File: config.mk
export PLATFORM = sky130hd
export DESIGN_NAME = caw_watchdog
export DESIGN_NICKNAME = d
export VERILOG_FILES = /design/src/design/caw_pkg.sv /design/src/design/caw_timebase.sv /design/src/design/caw_counter.sv /design/src/design/caw_watchdog.sv
export SDC_FILE = /design/constraint.sdc
export NUM_CORES = 1
export LEC_CHECK = 0
export BUFFER_PORTS_ARGS = -buffer_cell sky130_fd_sc_hd__buf_2
export CORE_MARGIN = 2
export CORE_UTILIZATION = 40
export DETAILED_ROUTE_END_ITERATION = 12
export HOLD_SLACK_MARGIN = 0.1
export PLACE_DENSITY_LB_ADDON = 0.25
export SKIP_LAST_GASP = 1
export SLEW_MARGIN = 20
export SYNTH_ARGS = -nofsm -noshare
export SYNTH_HDL_FRONTEND = slang
export SYNTH_SLANG_ARGS = --single-unit
File: constraint.sdc
create_clock -name core_clk_in -period 2.7 [get_ports core_clk_in]
set_input_delay 0.135 -clock core_clk_in [delete_from_list [all_inputs] [get_ports core_clk_in]]
set_output_delay 0.135 -clock core_clk_in [all_outputs]
set_load 0.01 [all_outputs]
File: src/design/caw_pkg.sv
// constants, register map and carrier types of the counter array watchdog
// assumes an 8-bit special register bus driven by the core, one access per cycle
package caw_pkg;

    // ------------------------------------------------------------
    // register addresses
    // ------------------------------------------------------------
    localparam logic [7:0] ADDR_CTRL = 8'hD8;
    localparam logic [7:0] ADDR_MODE = 8'hD9;
    localparam logic [7:0] ADDR_CH2_MODE = 8'hDC;
    localparam logic [7:0] ADDR_CNT_LOW = 8'hF9;
    localparam logic [7:0] ADDR_CNT_HIGH = 8'hFA;
    localparam logic [7:0] ADDR_CH2_OFFSET = 8'hFB;
    localparam logic [7:0] ADDR_CH2_CMP = 8'hFC;

    // ------------------------------------------------------------
    // reset values and fixed patterns
    // ------------------------------------------------------------
    localparam logic [7:0] BYTE_ZERO = 8'h00;
    localparam logic [7:0] BYTE_FULL = 8'hFF;
    localparam logic [7:0] MODE_RST = 8'h40;
    localparam logic [15:0] CNT_FULL = 16'hFFFF;
    localparam logic [2:0] FLAGS_ZERO = 3'h0;

    // ------------------------------------------------------------
    // divider terminal counts
    // ------------------------------------------------------------
    localparam logic [3:0] DIV12_LAST = 4'hB;
    localparam logic [3:0] DIV4_LAST = 4'h3;
    localparam logic [3:0] EXT_DIV_LAST = 4'h7;
    localparam logic [3:0] DIV_ZERO = 4'h0;
    localparam logic [3:0] DIV_STEP = 4'h1;

    // ------------------------------------------------------------
    // timebase selection
    // ------------------------------------------------------------
    typedef enum logic [2:0] {
        TB_SYS_DIV12 = 3'b000,
        TB_SYS_DIV4 = 3'b001,
        TB_TIMER0_OVF = 3'b010,
        TB_EXT_FALL = 3'b011,
        TB_SYS = 3'b100,
        TB_EXT_DIV8 = 3'b101,
        TB_RSVD6 = 3'b110,
        TB_RSVD7 = 3'b111
    } caw_tb_e;

    // ------------------------------------------------------------
    // register layouts
    // ------------------------------------------------------------
    typedef struct packed {
        logic idle_suspend;
        logic wd_enable_bit;
        logic wd_lock_bit;
        logic unused;
        caw_tb_e timebase_select;
        logic ovf_irq_en;
    } caw_mode_s;

    typedef struct packed {
        logic overflow_flag;
        logic run_control;
        logic [2:0] rsvd;
        logic ch2_flag;
        logic ch1_flag;
        logic ch0_flag;
    } caw_ctrl_s;

    typedef struct packed {
        logic pwm16;
        logic cmp_en;
        logic cap_pos;
        logic cap_neg;
        logic match_en;
        logic toggle;
        logic pwm;
        logic flag_irq_en;
    } caw_ch_mode_s;

    typedef struct packed {
        logic [7:0] addr;
        logic wr;
        logic rd;
        logic [7:0] wdata;
    } caw_sfr_req_s;

endpackage

File: src/design/caw_timebase.sv
// counter clock source selection: emits one-cycle tick enables
// assumes timer 0 overflow, external input and external clock are synchronous levels
`timescale 1ns/10ps

module caw_timebase (
    // clock and reset
    input wire logic core_clk_in,
    input wire logic rst_in,
    // selection
    input wire caw_pkg::caw_tb_e sel_in,
    // sources
    input wire logic timer0_ovf_in,
    input wire logic ext_input_in,
    input wire logic ext_clk_in,
    // tick enable
    output logic tick_out
);

    logic [3:0] div12_reg;
    logic [3:0] div4_reg;
    logic [3:0] ext_div_reg;
    logic ext_input_prev_reg;
    logic ext_clk_prev_reg;
    logic div12_end;
    logic div4_end;
    logic ext_fall;
    logic ext_rise;
    logic ext_div_end;
    logic tick_next;

    // ------------------------------------------------------------
    // dividers and edge detectors
    // ------------------------------------------------------------
    assign div12_end = (div12_reg == caw_pkg::DIV12_LAST);
    assign div4_end = (div4_reg == caw_pkg::DIV4_LAST);
    assign ext_fall = ext_input_prev_reg & ~ext_input_in;
    assign ext_rise = ~ext_clk_prev_reg & ext_clk_in;
    assign ext_div_end = ext_rise & (ext_div_reg == caw_pkg::EXT_DIV_LAST);

    always_ff @(posedge core_clk_in or posedge rst_in) begin
        if (rst_in) begin
            div12_reg <= caw_pkg::DIV_ZERO;
            div4_reg <= caw_pkg::DIV_ZERO;
            ext_div_reg <= caw_pkg::DIV_ZERO;
            ext_input_prev_reg <= 1'b0;
            // rise detector starts high so a clock idling high gives no false edge after reset
            ext_clk_prev_reg <= 1'b1;
        end else begin
            div12_reg <= div12_end ? caw_pkg::DIV_ZERO : div12_reg + caw_pkg::DIV_STEP;
            div4_reg <= div4_end ? caw_pkg::DIV_ZERO : div4_reg + caw_pkg::DIV_STEP;
            if (ext_rise) begin
                ext_div_reg <= ext_div_end ? caw_pkg::DIV_ZERO : ext_div_reg + caw_pkg::DIV_STEP;
            end
            ext_input_prev_reg <= ext_input_in;
            ext_clk_prev_reg <= ext_clk_in;
        end
    end

    // ------------------------------------------------------------
    // source select
    // ------------------------------------------------------------
    // timebase source decode
    always_comb begin
        case (sel_in)
            caw_pkg::TB_SYS_DIV12: tick_next = div12_end;
            caw_pkg::TB_SYS_DIV4: tick_next = div4_end;
            caw_pkg::TB_TIMER0_OVF: tick_next = timer0_ovf_in;
            caw_pkg::TB_EXT_FALL: tick_next = ext_fall;
            caw_pkg::TB_SYS: tick_next = 1'b1;
            caw_pkg::TB_EXT_DIV8: tick_next = ext_div_end;
            default: tick_next = 1'b0;
        endcase
    end

    always_ff @(posedge core_clk_in or posedge rst_in) begin
        if (rst_in) begin
            tick_out <= 1'b0;
        end else begin
            tick_out <= tick_next;
        end
    end

endmodule

File: src/design/caw_counter.sv
// 16-bit counter with byte loads and overflow indications
// assumes the parent gates loads and decides when it runs
`timescale 1ns/10ps

module caw_counter #(
    parameter int WIDTH = 16
) (
    // clock and reset
    input wire logic core_clk_in,
    input wire logic rst_in,
    // control
    input wire logic step_in,
    input wire logic load_low_in,
    input wire logic load_high_in,
    input wire logic [7:0] wdata_in,
    // state
    output logic [WIDTH-1:0] count_out,
    output logic low_ovf_out,
    output logic wrap_out
);

    logic [WIDTH-1:0] count_reg;
    logic [WIDTH-1:0] count_next;

    // ------------------------------------------------------------
    // count
    // ------------------------------------------------------------
    assign low_ovf_out = step_in & (count_reg[7:0] == caw_pkg::BYTE_FULL);
    assign wrap_out = step_in & (count_reg == caw_pkg::CNT_FULL);
    assign count_out = count_reg;

    always_comb begin
        count_next = step_in ? WIDTH'(count_reg + 1'b1) : count_reg;
        if (load_low_in) begin
            count_next[7:0] = wdata_in;
        end
        if (load_high_in) begin
            count_next[15:8] = wdata_in;
        end
    end

    always_ff @(posedge core_clk_in or posedge rst_in) begin
        if (rst_in) begin
            count_reg <= '0;
        end else begin
            count_reg <= count_next;
        end
    end

endmodule

File: src/design/caw_watchdog.sv
// counter array control and flags, with channel 2 acting as the supervision timer
// assumes the core presents one register access per cycle on sfr_req_in
// and that system reset comes back through rst_in after wd_reset_out
`timescale 1ns/10ps

module caw_watchdog (
    // clock and reset
    input wire logic core_clk_in,
    input wire logic rst_in,
    // register bus
    input wire caw_pkg::caw_sfr_req_s sfr_req_in,
    output logic [7:0] sfr_rdata_out,
    // counter sources and system state
    input wire logic timer0_ovf_in,
    input wire logic ext_input_in,
    input wire logic ext_clk_in,
    input wire logic cpu_idle_in,
    // channel 0 and 1 events and their interrupt enables
    input wire logic [1:0] ch_event_in,
    input wire logic [1:0] ch_irq_en_in,
    // results
    output logic irq_out,
    output logic wd_reset_out,
    output logic wd_active_out
);

    // ------------------------------------------------------------
    // decode helpers
    // ------------------------------------------------------------
    function automatic logic wr_hit(input caw_pkg::caw_sfr_req_s req, input logic [7:0] addr);
        wr_hit = req.wr & (req.addr == addr);
    endfunction

    function automatic logic rd_hit(input caw_pkg::caw_sfr_req_s req, input logic [7:0] addr);
        rd_hit = req.rd & (req.addr == addr);
    endfunction

    // ------------------------------------------------------------
    // state
    // ------------------------------------------------------------
    caw_pkg::caw_mode_s mode_reg;
    caw_pkg::caw_mode_s mode_next;
    caw_pkg::caw_ch_mode_s ch2_mode_reg;
    caw_pkg::caw_ch_mode_s ch2_mode_next;
    caw_pkg::caw_ctrl_s wdata_ctrl;
    caw_pkg::caw_mode_s wdata_mode;
    caw_pkg::caw_ctrl_s ctrl_view;
    logic overflow_flag_reg;
    logic overflow_flag_next;
    logic run_control_reg;
    logic [2:0] ch_flags_reg;
    logic [2:0] ch_flags_next;
    logic [2:0] ch_flags_set;
    logic [7:0] ch2_offset_reg;
    logic [7:0] ch2_cmp_reg;
    logic [7:0] ch2_cmp_next;
    logic [7:0] rdata_next;
    logic irq_next;
    logic wd_reset_next;

    // ------------------------------------------------------------
    // named wires
    // ------------------------------------------------------------
    logic wr_ctrl;
    logic wr_mode;
    logic wr_ch2_mode;
    logic wr_low;
    logic wr_high;
    logic wr_offset;
    logic wr_cmp;
    logic rd_any;
    logic wd_en;
    logic suspended;
    logic run;
    logic tick;
    logic step;
    logic [15:0] count;
    logic low_ovf;
    logic wrap;
    logic ch2_match;
    logic wd_timeout;
    logic wd_force;

    assign wdata_ctrl = caw_pkg::caw_ctrl_s'(sfr_req_in.wdata);
    assign wdata_mode = caw_pkg::caw_mode_s'(sfr_req_in.wdata);
    assign wr_ctrl = wr_hit(sfr_req_in, caw_pkg::ADDR_CTRL);
    assign wr_mode = wr_hit(sfr_req_in, caw_pkg::ADDR_MODE);
    assign wr_ch2_mode = wr_hit(sfr_req_in, caw_pkg::ADDR_CH2_MODE);
    assign wr_offset = wr_hit(sfr_req_in, caw_pkg::ADDR_CH2_OFFSET);
    assign wr_cmp = wr_hit(sfr_req_in, caw_pkg::ADDR_CH2_CMP);
    assign rd_any = sfr_req_in.rd;

    assign wd_en = mode_reg.wd_enable_bit | mode_reg.wd_lock_bit;

    assign wr_low = wr_hit(sfr_req_in, caw_pkg::ADDR_CNT_LOW) & ~wd_en;
    assign wr_high = wr_hit(sfr_req_in, caw_pkg::ADDR_CNT_HIGH) & ~wd_en;

    // ------------------------------------------------------------
    // counter clocking
    // ------------------------------------------------------------
    // idle suspension applies with or without the timer, so a suspended core
    // also stops the timeout when software asked for that
    assign suspended = mode_reg.idle_suspend & cpu_idle_in;
    assign run = (run_control_reg | wd_en) & ~suspended;
    assign step = tick & run;

    caw_timebase u_timebase (
        .core_clk_in(core_clk_in),
        .rst_in(rst_in),
        .sel_in(mode_reg.timebase_select),
        .timer0_ovf_in(timer0_ovf_in),
        .ext_input_in(ext_input_in),
        .ext_clk_in(ext_clk_in),
        .tick_out(tick)
    );

    caw_counter #(
        .WIDTH(16)
    ) u_counter (
        .core_clk_in(core_clk_in),
        .rst_in(rst_in),
        .step_in(step),
        .load_low_in(wr_low),
        .load_high_in(wr_high),
        .wdata_in(sfr_req_in.wdata),
        .count_out(count),
        .low_ovf_out(low_ovf),
        .wrap_out(wrap)
    );

    // ------------------------------------------------------------
    // channel 2 compare and timeout
    // ------------------------------------------------------------
    // plain compare only outside timer use
    assign ch2_match = step & ~wd_en & ch2_mode_reg.cmp_en & ch2_mode_reg.match_en &
                       ({ch2_cmp_reg, ch2_offset_reg} == count);
    assign wd_timeout = wd_en & low_ovf & (count[15:8] == ch2_cmp_reg);
    assign wd_force = wd_en & wr_ctrl & wdata_ctrl.ch2_flag;
    assign wd_reset_next = wd_timeout | wd_force;

    // update write loads high plus offset
    assign ch2_cmp_next = wr_cmp ? (wd_en ? 8'(count[15:8] + ch2_offset_reg) : sfr_req_in.wdata) : ch2_cmp_reg;

    // ------------------------------------------------------------
    // mode register write
    // ------------------------------------------------------------
    always_comb begin
        mode_next = mode_reg;
        if (wr_mode) begin
            mode_next.wd_enable_bit = wdata_mode.wd_enable_bit;
            if (!mode_reg.wd_enable_bit) begin
                mode_next.ovf_irq_en = wdata_mode.ovf_irq_en;
                mode_next.wd_lock_bit = mode_reg.wd_lock_bit | wdata_mode.wd_lock_bit;
                if (!wd_en) begin
                    mode_next.timebase_select = wdata_mode.timebase_select;
                    mode_next.idle_suspend = wdata_mode.idle_suspend;
                end
            end
        end
        mode_next.unused = 1'b0;
    end

    // ------------------------------------------------------------
    // channel 2 mode register
    // ------------------------------------------------------------
    always_comb begin
        ch2_mode_next = ch2_mode_reg;
        if (!wd_en) begin
            if (wr_ch2_mode) begin
                ch2_mode_next = caw_pkg::caw_ch_mode_s'(sfr_req_in.wdata);
            end
            // a 16-bit compare value is written low byte first
            if (wr_offset) begin
                ch2_mode_next.cmp_en = 1'b0;
            end
            if (wr_cmp) begin
                ch2_mode_next.cmp_en = 1'b1;
            end
        end
    end

    // ------------------------------------------------------------
    // control flags, set wins over clear
    // ------------------------------------------------------------
    // hardware sets channel flags
    assign ch_flags_set = {ch2_match, ch_event_in};
    assign overflow_flag_next = (wr_ctrl ? wdata_ctrl.overflow_flag : overflow_flag_reg) | wrap;
    assign ch_flags_next = (wr_ctrl ? {wdata_ctrl.ch2_flag, wdata_ctrl.ch1_flag, wdata_ctrl.ch0_flag}
                                    : ch_flags_reg) | ch_flags_set;

    assign irq_next = (overflow_flag_reg & mode_reg.ovf_irq_en) |
                      (ch_flags_reg[2] & ch2_mode_reg.flag_irq_en) |
                      (|(ch_flags_reg[1:0] & ch_irq_en_in));

    // ------------------------------------------------------------
    // read back
    // ------------------------------------------------------------
    // software run bit, zero gap
    assign ctrl_view = '{overflow_flag: overflow_flag_reg, run_control: run_control_reg, rsvd: caw_pkg::FLAGS_ZERO,
                         ch2_flag: ch_flags_reg[2], ch1_flag: ch_flags_reg[1], ch0_flag: ch_flags_reg[0]};

    always_comb begin
        rdata_next = caw_pkg::BYTE_ZERO;
        if (rd_hit(sfr_req_in, caw_pkg::ADDR_CTRL)) begin
            rdata_next = ctrl_view;
        end
        if (rd_hit(sfr_req_in, caw_pkg::ADDR_MODE)) begin
            rdata_next = mode_reg;
        end
        if (rd_hit(sfr_req_in, caw_pkg::ADDR_CH2_MODE)) begin
            rdata_next = ch2_mode_reg;
        end
        if (rd_hit(sfr_req_in, caw_pkg::ADDR_CNT_LOW)) begin
            rdata_next = count[7:0];
        end
        if (rd_hit(sfr_req_in, caw_pkg::ADDR_CNT_HIGH)) begin
            rdata_next = count[15:8];
        end
        if (rd_hit(sfr_req_in, caw_pkg::ADDR_CH2_OFFSET)) begin
            rdata_next = ch2_offset_reg;
        end
        if (rd_hit(sfr_req_in, caw_pkg::ADDR_CH2_CMP)) begin
            rdata_next = ch2_cmp_reg;
        end
    end

    // ------------------------------------------------------------
    // registers
    // ------------------------------------------------------------
    // enabled at reset, zero offset
    always_ff @(posedge core_clk_in or posedge rst_in) begin
        if (rst_in) begin
            mode_reg <= caw_pkg::caw_mode_s'(caw_pkg::MODE_RST);
            ch2_mode_reg <= caw_pkg::caw_ch_mode_s'(caw_pkg::BYTE_ZERO);
            ch2_offset_reg <= caw_pkg::BYTE_ZERO;
            ch2_cmp_reg <= caw_pkg::BYTE_ZERO;
        end else begin
            mode_reg <= mode_next;
            ch2_mode_reg <= ch2_mode_next;
            ch2_cmp_reg <= ch2_cmp_next;
            if (wr_offset) begin
                ch2_offset_reg <= sfr_req_in.wdata;
            end
        end
    end

    always_ff @(posedge core_clk_in or posedge rst_in) begin
        if (rst_in) begin
            overflow_flag_reg <= 1'b0;
            run_control_reg <= 1'b0;
            ch_flags_reg <= caw_pkg::FLAGS_ZERO;
        end else begin
            overflow_flag_reg <= overflow_flag_next;
            ch_flags_reg <= ch_flags_next;
            if (wr_ctrl) begin
                run_control_reg <= wdata_ctrl.run_control;
            end
        end
    end

    always_ff @(posedge core_clk_in or posedge rst_in) begin
        if (rst_in) begin
            sfr_rdata_out <= caw_pkg::BYTE_ZERO;
            irq_out <= 1'b0;
            wd_reset_out <= 1'b0;
            wd_active_out <= 1'b1;
        end else begin
            if (rd_any) begin
                sfr_rdata_out <= rdata_next;
            end
            irq_out <= irq_next;
            wd_reset_out <= wd_reset_next;
            wd_active_out <= mode_next.wd_enable_bit | mode_next.wd_lock_bit;
        end
    end

endmodule

==> results.json <==
{
  "crit_fanout": 7,
  "final.setup_skew_ns": 0.00753,
  "clk-insertion-delay-late_ns": 0.35,
  "clockRootBuffer": "clkbuf_16",
  "core_area_sq_mm": 0.0114,
  "antenna_cells": 0,
  "drcViolationCount": 0,
  "layout_commonest_cell": "dfrtp_1",
  "cts_tree": "done",
  "synth_seq_cells": 78,
  "area_growth_pct": 14.3,
  "min_period_ns": 2.08,
  "post-cts-setup-buffers": 0,
  "synth-async-reset-ratio_pct": 100,
  "cap_violations": 0,
  "synth_edf_count": 0,
  "synth-main-ff-cell": "dfrtp_1",
  "layout_common_cells": "75 x dfrtp_1, 48 x nand2_1, 38 x nor2_1, 38 x buf_2, 37 x o21ai_0",
  "setup_viol": 0,
  "floorplan.initialDensity_pct": 41.0,
  "ctsResizeCount": 0,
  "crit_family": "adder cells",
  "wl_microns": 13500,
  "synth-seq-area-share_pct": 41.8,
  "layout.cells.non_filler": 682,
  "placed_cells": 659,
  "grt_setup_unrepaired": "false",
  "grt_pass1_wl_microns": 21800,
  "crit_top_cell": "o21ai_0",
  "viasPerCell": 5.86,
  "max_stage_delay_ns": 0.52,
  "vias": 3999,
  "grt_max_degree": 45,
  "dp_hpwl_microns": 9780,
  "r2r_setup_slack_ns": 0.62,
  "die_h_microns": 112,
  "syn-cell-area_sq_mm": 0.00468,
  "cts.clk_slew.worst_paths_ns": 0.06,
  "hold_depth": 3,
  "vdd_ir_drop_max_mv": 0.339,
  "min_period_over_period_pct": 77.2,
  "gp_congestion": 0.958,
  "p_per_area_mw_per_mm2": 573,
  "fmax_mhz": 480,
  "startpoint_type": "flop",
  "r2r_cells": 8,
  "io_buffers": 38,
  "r2r-end": "ch2_cmp_reg[4]",
  "crit_path_end_kind": "flop",
  "drive_above_1_share_pct": 18.2,
  "cts.sinks": 78,
  "seq_area_sq_mm": 0.00196,
  "worstHoldStart": "sfr_req_in[1]",
  "firstDrtPassIters": 5,
  "path_cells": "ha_1 -> inv_1 -> fa_1 -> nor2b_1 -> o21ai_0 -> a211oi_1 -> a21oi_1 -> o21ai_0",
  "yosysUniqueCellTypes": 69,
  "cts_max_level": 3,
  "cts_hold_repair.buffers": 7,
  "min_path_type": "input port to flop",
  "fp.dieW_microns": 112,
  "leakagePower_nw": 2.33,
  "path_class": "flop to flop",
  "setup_tns_ns": 0,
  "multiInputGateArea_sq_mm": 0.00255,
  "cts-buffers-inserted": 9,
  "status": "complete, no violations",
  "largest_reg_flops": 16,
  "fillers": 1090,
  "critPathArrivalTime_ns": 2.34,
  "slew_headroom_pct": 47.2,
  "cp.buffers_inverters": 1,
  "ant_nets": 0,
  "clockBufferDepth": 2,
  "hold_viol_final": 0,
  "fp.dieArea_sq_mm": 0.0126,
  "num_io_pins": 39,
  "overflow": 0,
  "yosysWarnings": 0,
  "first_global_vias": 3908,
  "timing.rr.start": "u_counter.count_out[8]",
  "slew_viol_final": 0,
  "worst_pin_slew_ns": 0.791,
  "antenna_found_initial": 0,
  "syn_avg_cell_area_sq_um": 9.38,
  "fin_nets": 574,
  "required_ns": 2.95,
  "synth_nets": 539,
  "track_usage_pct": 22.6,
  "p_total_mw": 3.06,
  "syn_inst": 499,
  "first_iter_violations": 303,
  "num_rows": 39,
  "slowest_stage": "dfrtp_1",
  "min_to": "u_counter.count_out[9]",
  "avgRoutedWirePerCell_microns": 19.8
}
==> through the flow <==
step	hold WS, ns	cell area (sq um)	utilization [%]	setup slack [ns]
after floorplan	0.139	4680	-	0.575
after global placement	0.250	4970	43.5	0.674
after detailed placement	0.252	4970	43.5	0.610
after CTS	0.126	5350	46.8	0.594
after global routing	0.147	5350	46.8	0.463
final	0.132	5350	46.8	0.617
==> synth_stat cells (9+ instances only) <==
library cell	n	area, sq um
a21oi_1	27	135
dfrtp_1	75	1880
xor2_1	15	131
o21ai_0	37	185
mux2_2	23	259
nand2_1	48	180
nand4_1	14	87.6
nand3_1	18	90.1
inv_1	13	48.8
a31oi_1	9	56.3
nor2b_1	11	68.8
clkbuf_1	15	56.3
nor3_1	14	70.1
xnor2_1	21	184
nor2_1	38	143
ha_1	11	138
==> worst max path at each step <==
stage	depth (start not counted)	from	end
2_1_floorplan	1	rst_in	ch2_cmp_reg[0]
3_3_place_gp	5	sfr_req_in[10]	ch2_mode_reg[0]
3_5_place_dp	8	u_counter.count_out[8]	ch2_cmp_reg[4]
4_1_cts	8	u_counter.count_out[8]	ch2_cmp_reg[4]
5_1_grt	8	u_counter.count_out[8]	ch2_cmp_reg[6]
6_report	8	u_counter.count_out[8]	ch2_cmp_reg[4]
==> where the power goes <==
part	switching (mW)	internal [mW]
sequential	0.120	1.26
clock	0.537	0.731
combinational	0.229	0.188
==> routing by layer <==
metal	wire length [microns]	GRT usage [%]
met4	556	11.4
met3	841	4.32
met2	6070	34.3
met5	0	0
met1	6070	30.9
==> worst min-delay path: stages <==
cell,delay (ns)
buf_2,0.17
nand2_1,0.07
o21ai_0,0.06
==> cells by family after synthesis <==
logic type	synth area share, %
XOR/XNOR	6.74
multiplexers	7.76
adder cells (fa/ha/maj)	3.37
flip-flops	41.8
buffers and inverters	3.69
AO/OA/AOI/OAI	15.0
AND/OR/NAND/NOR	21.7
==> layout make-up <==
| class | count | area share, % |
|---|---|---|
| Tap cell | 143 | 3.35 |
| Sequential cell | 78 | 36.6 |
| Clock buffer | 9 | 4.21 |
| Timing Repair Buffer | 51 | 5.71 |
| Clock inverter | 7 | 1.50 |
| Multi-Input combinational cell | 381 | 47.7 |
| Inverter | 13 | 0.936 |
Power figures use the tool's default switching activity.
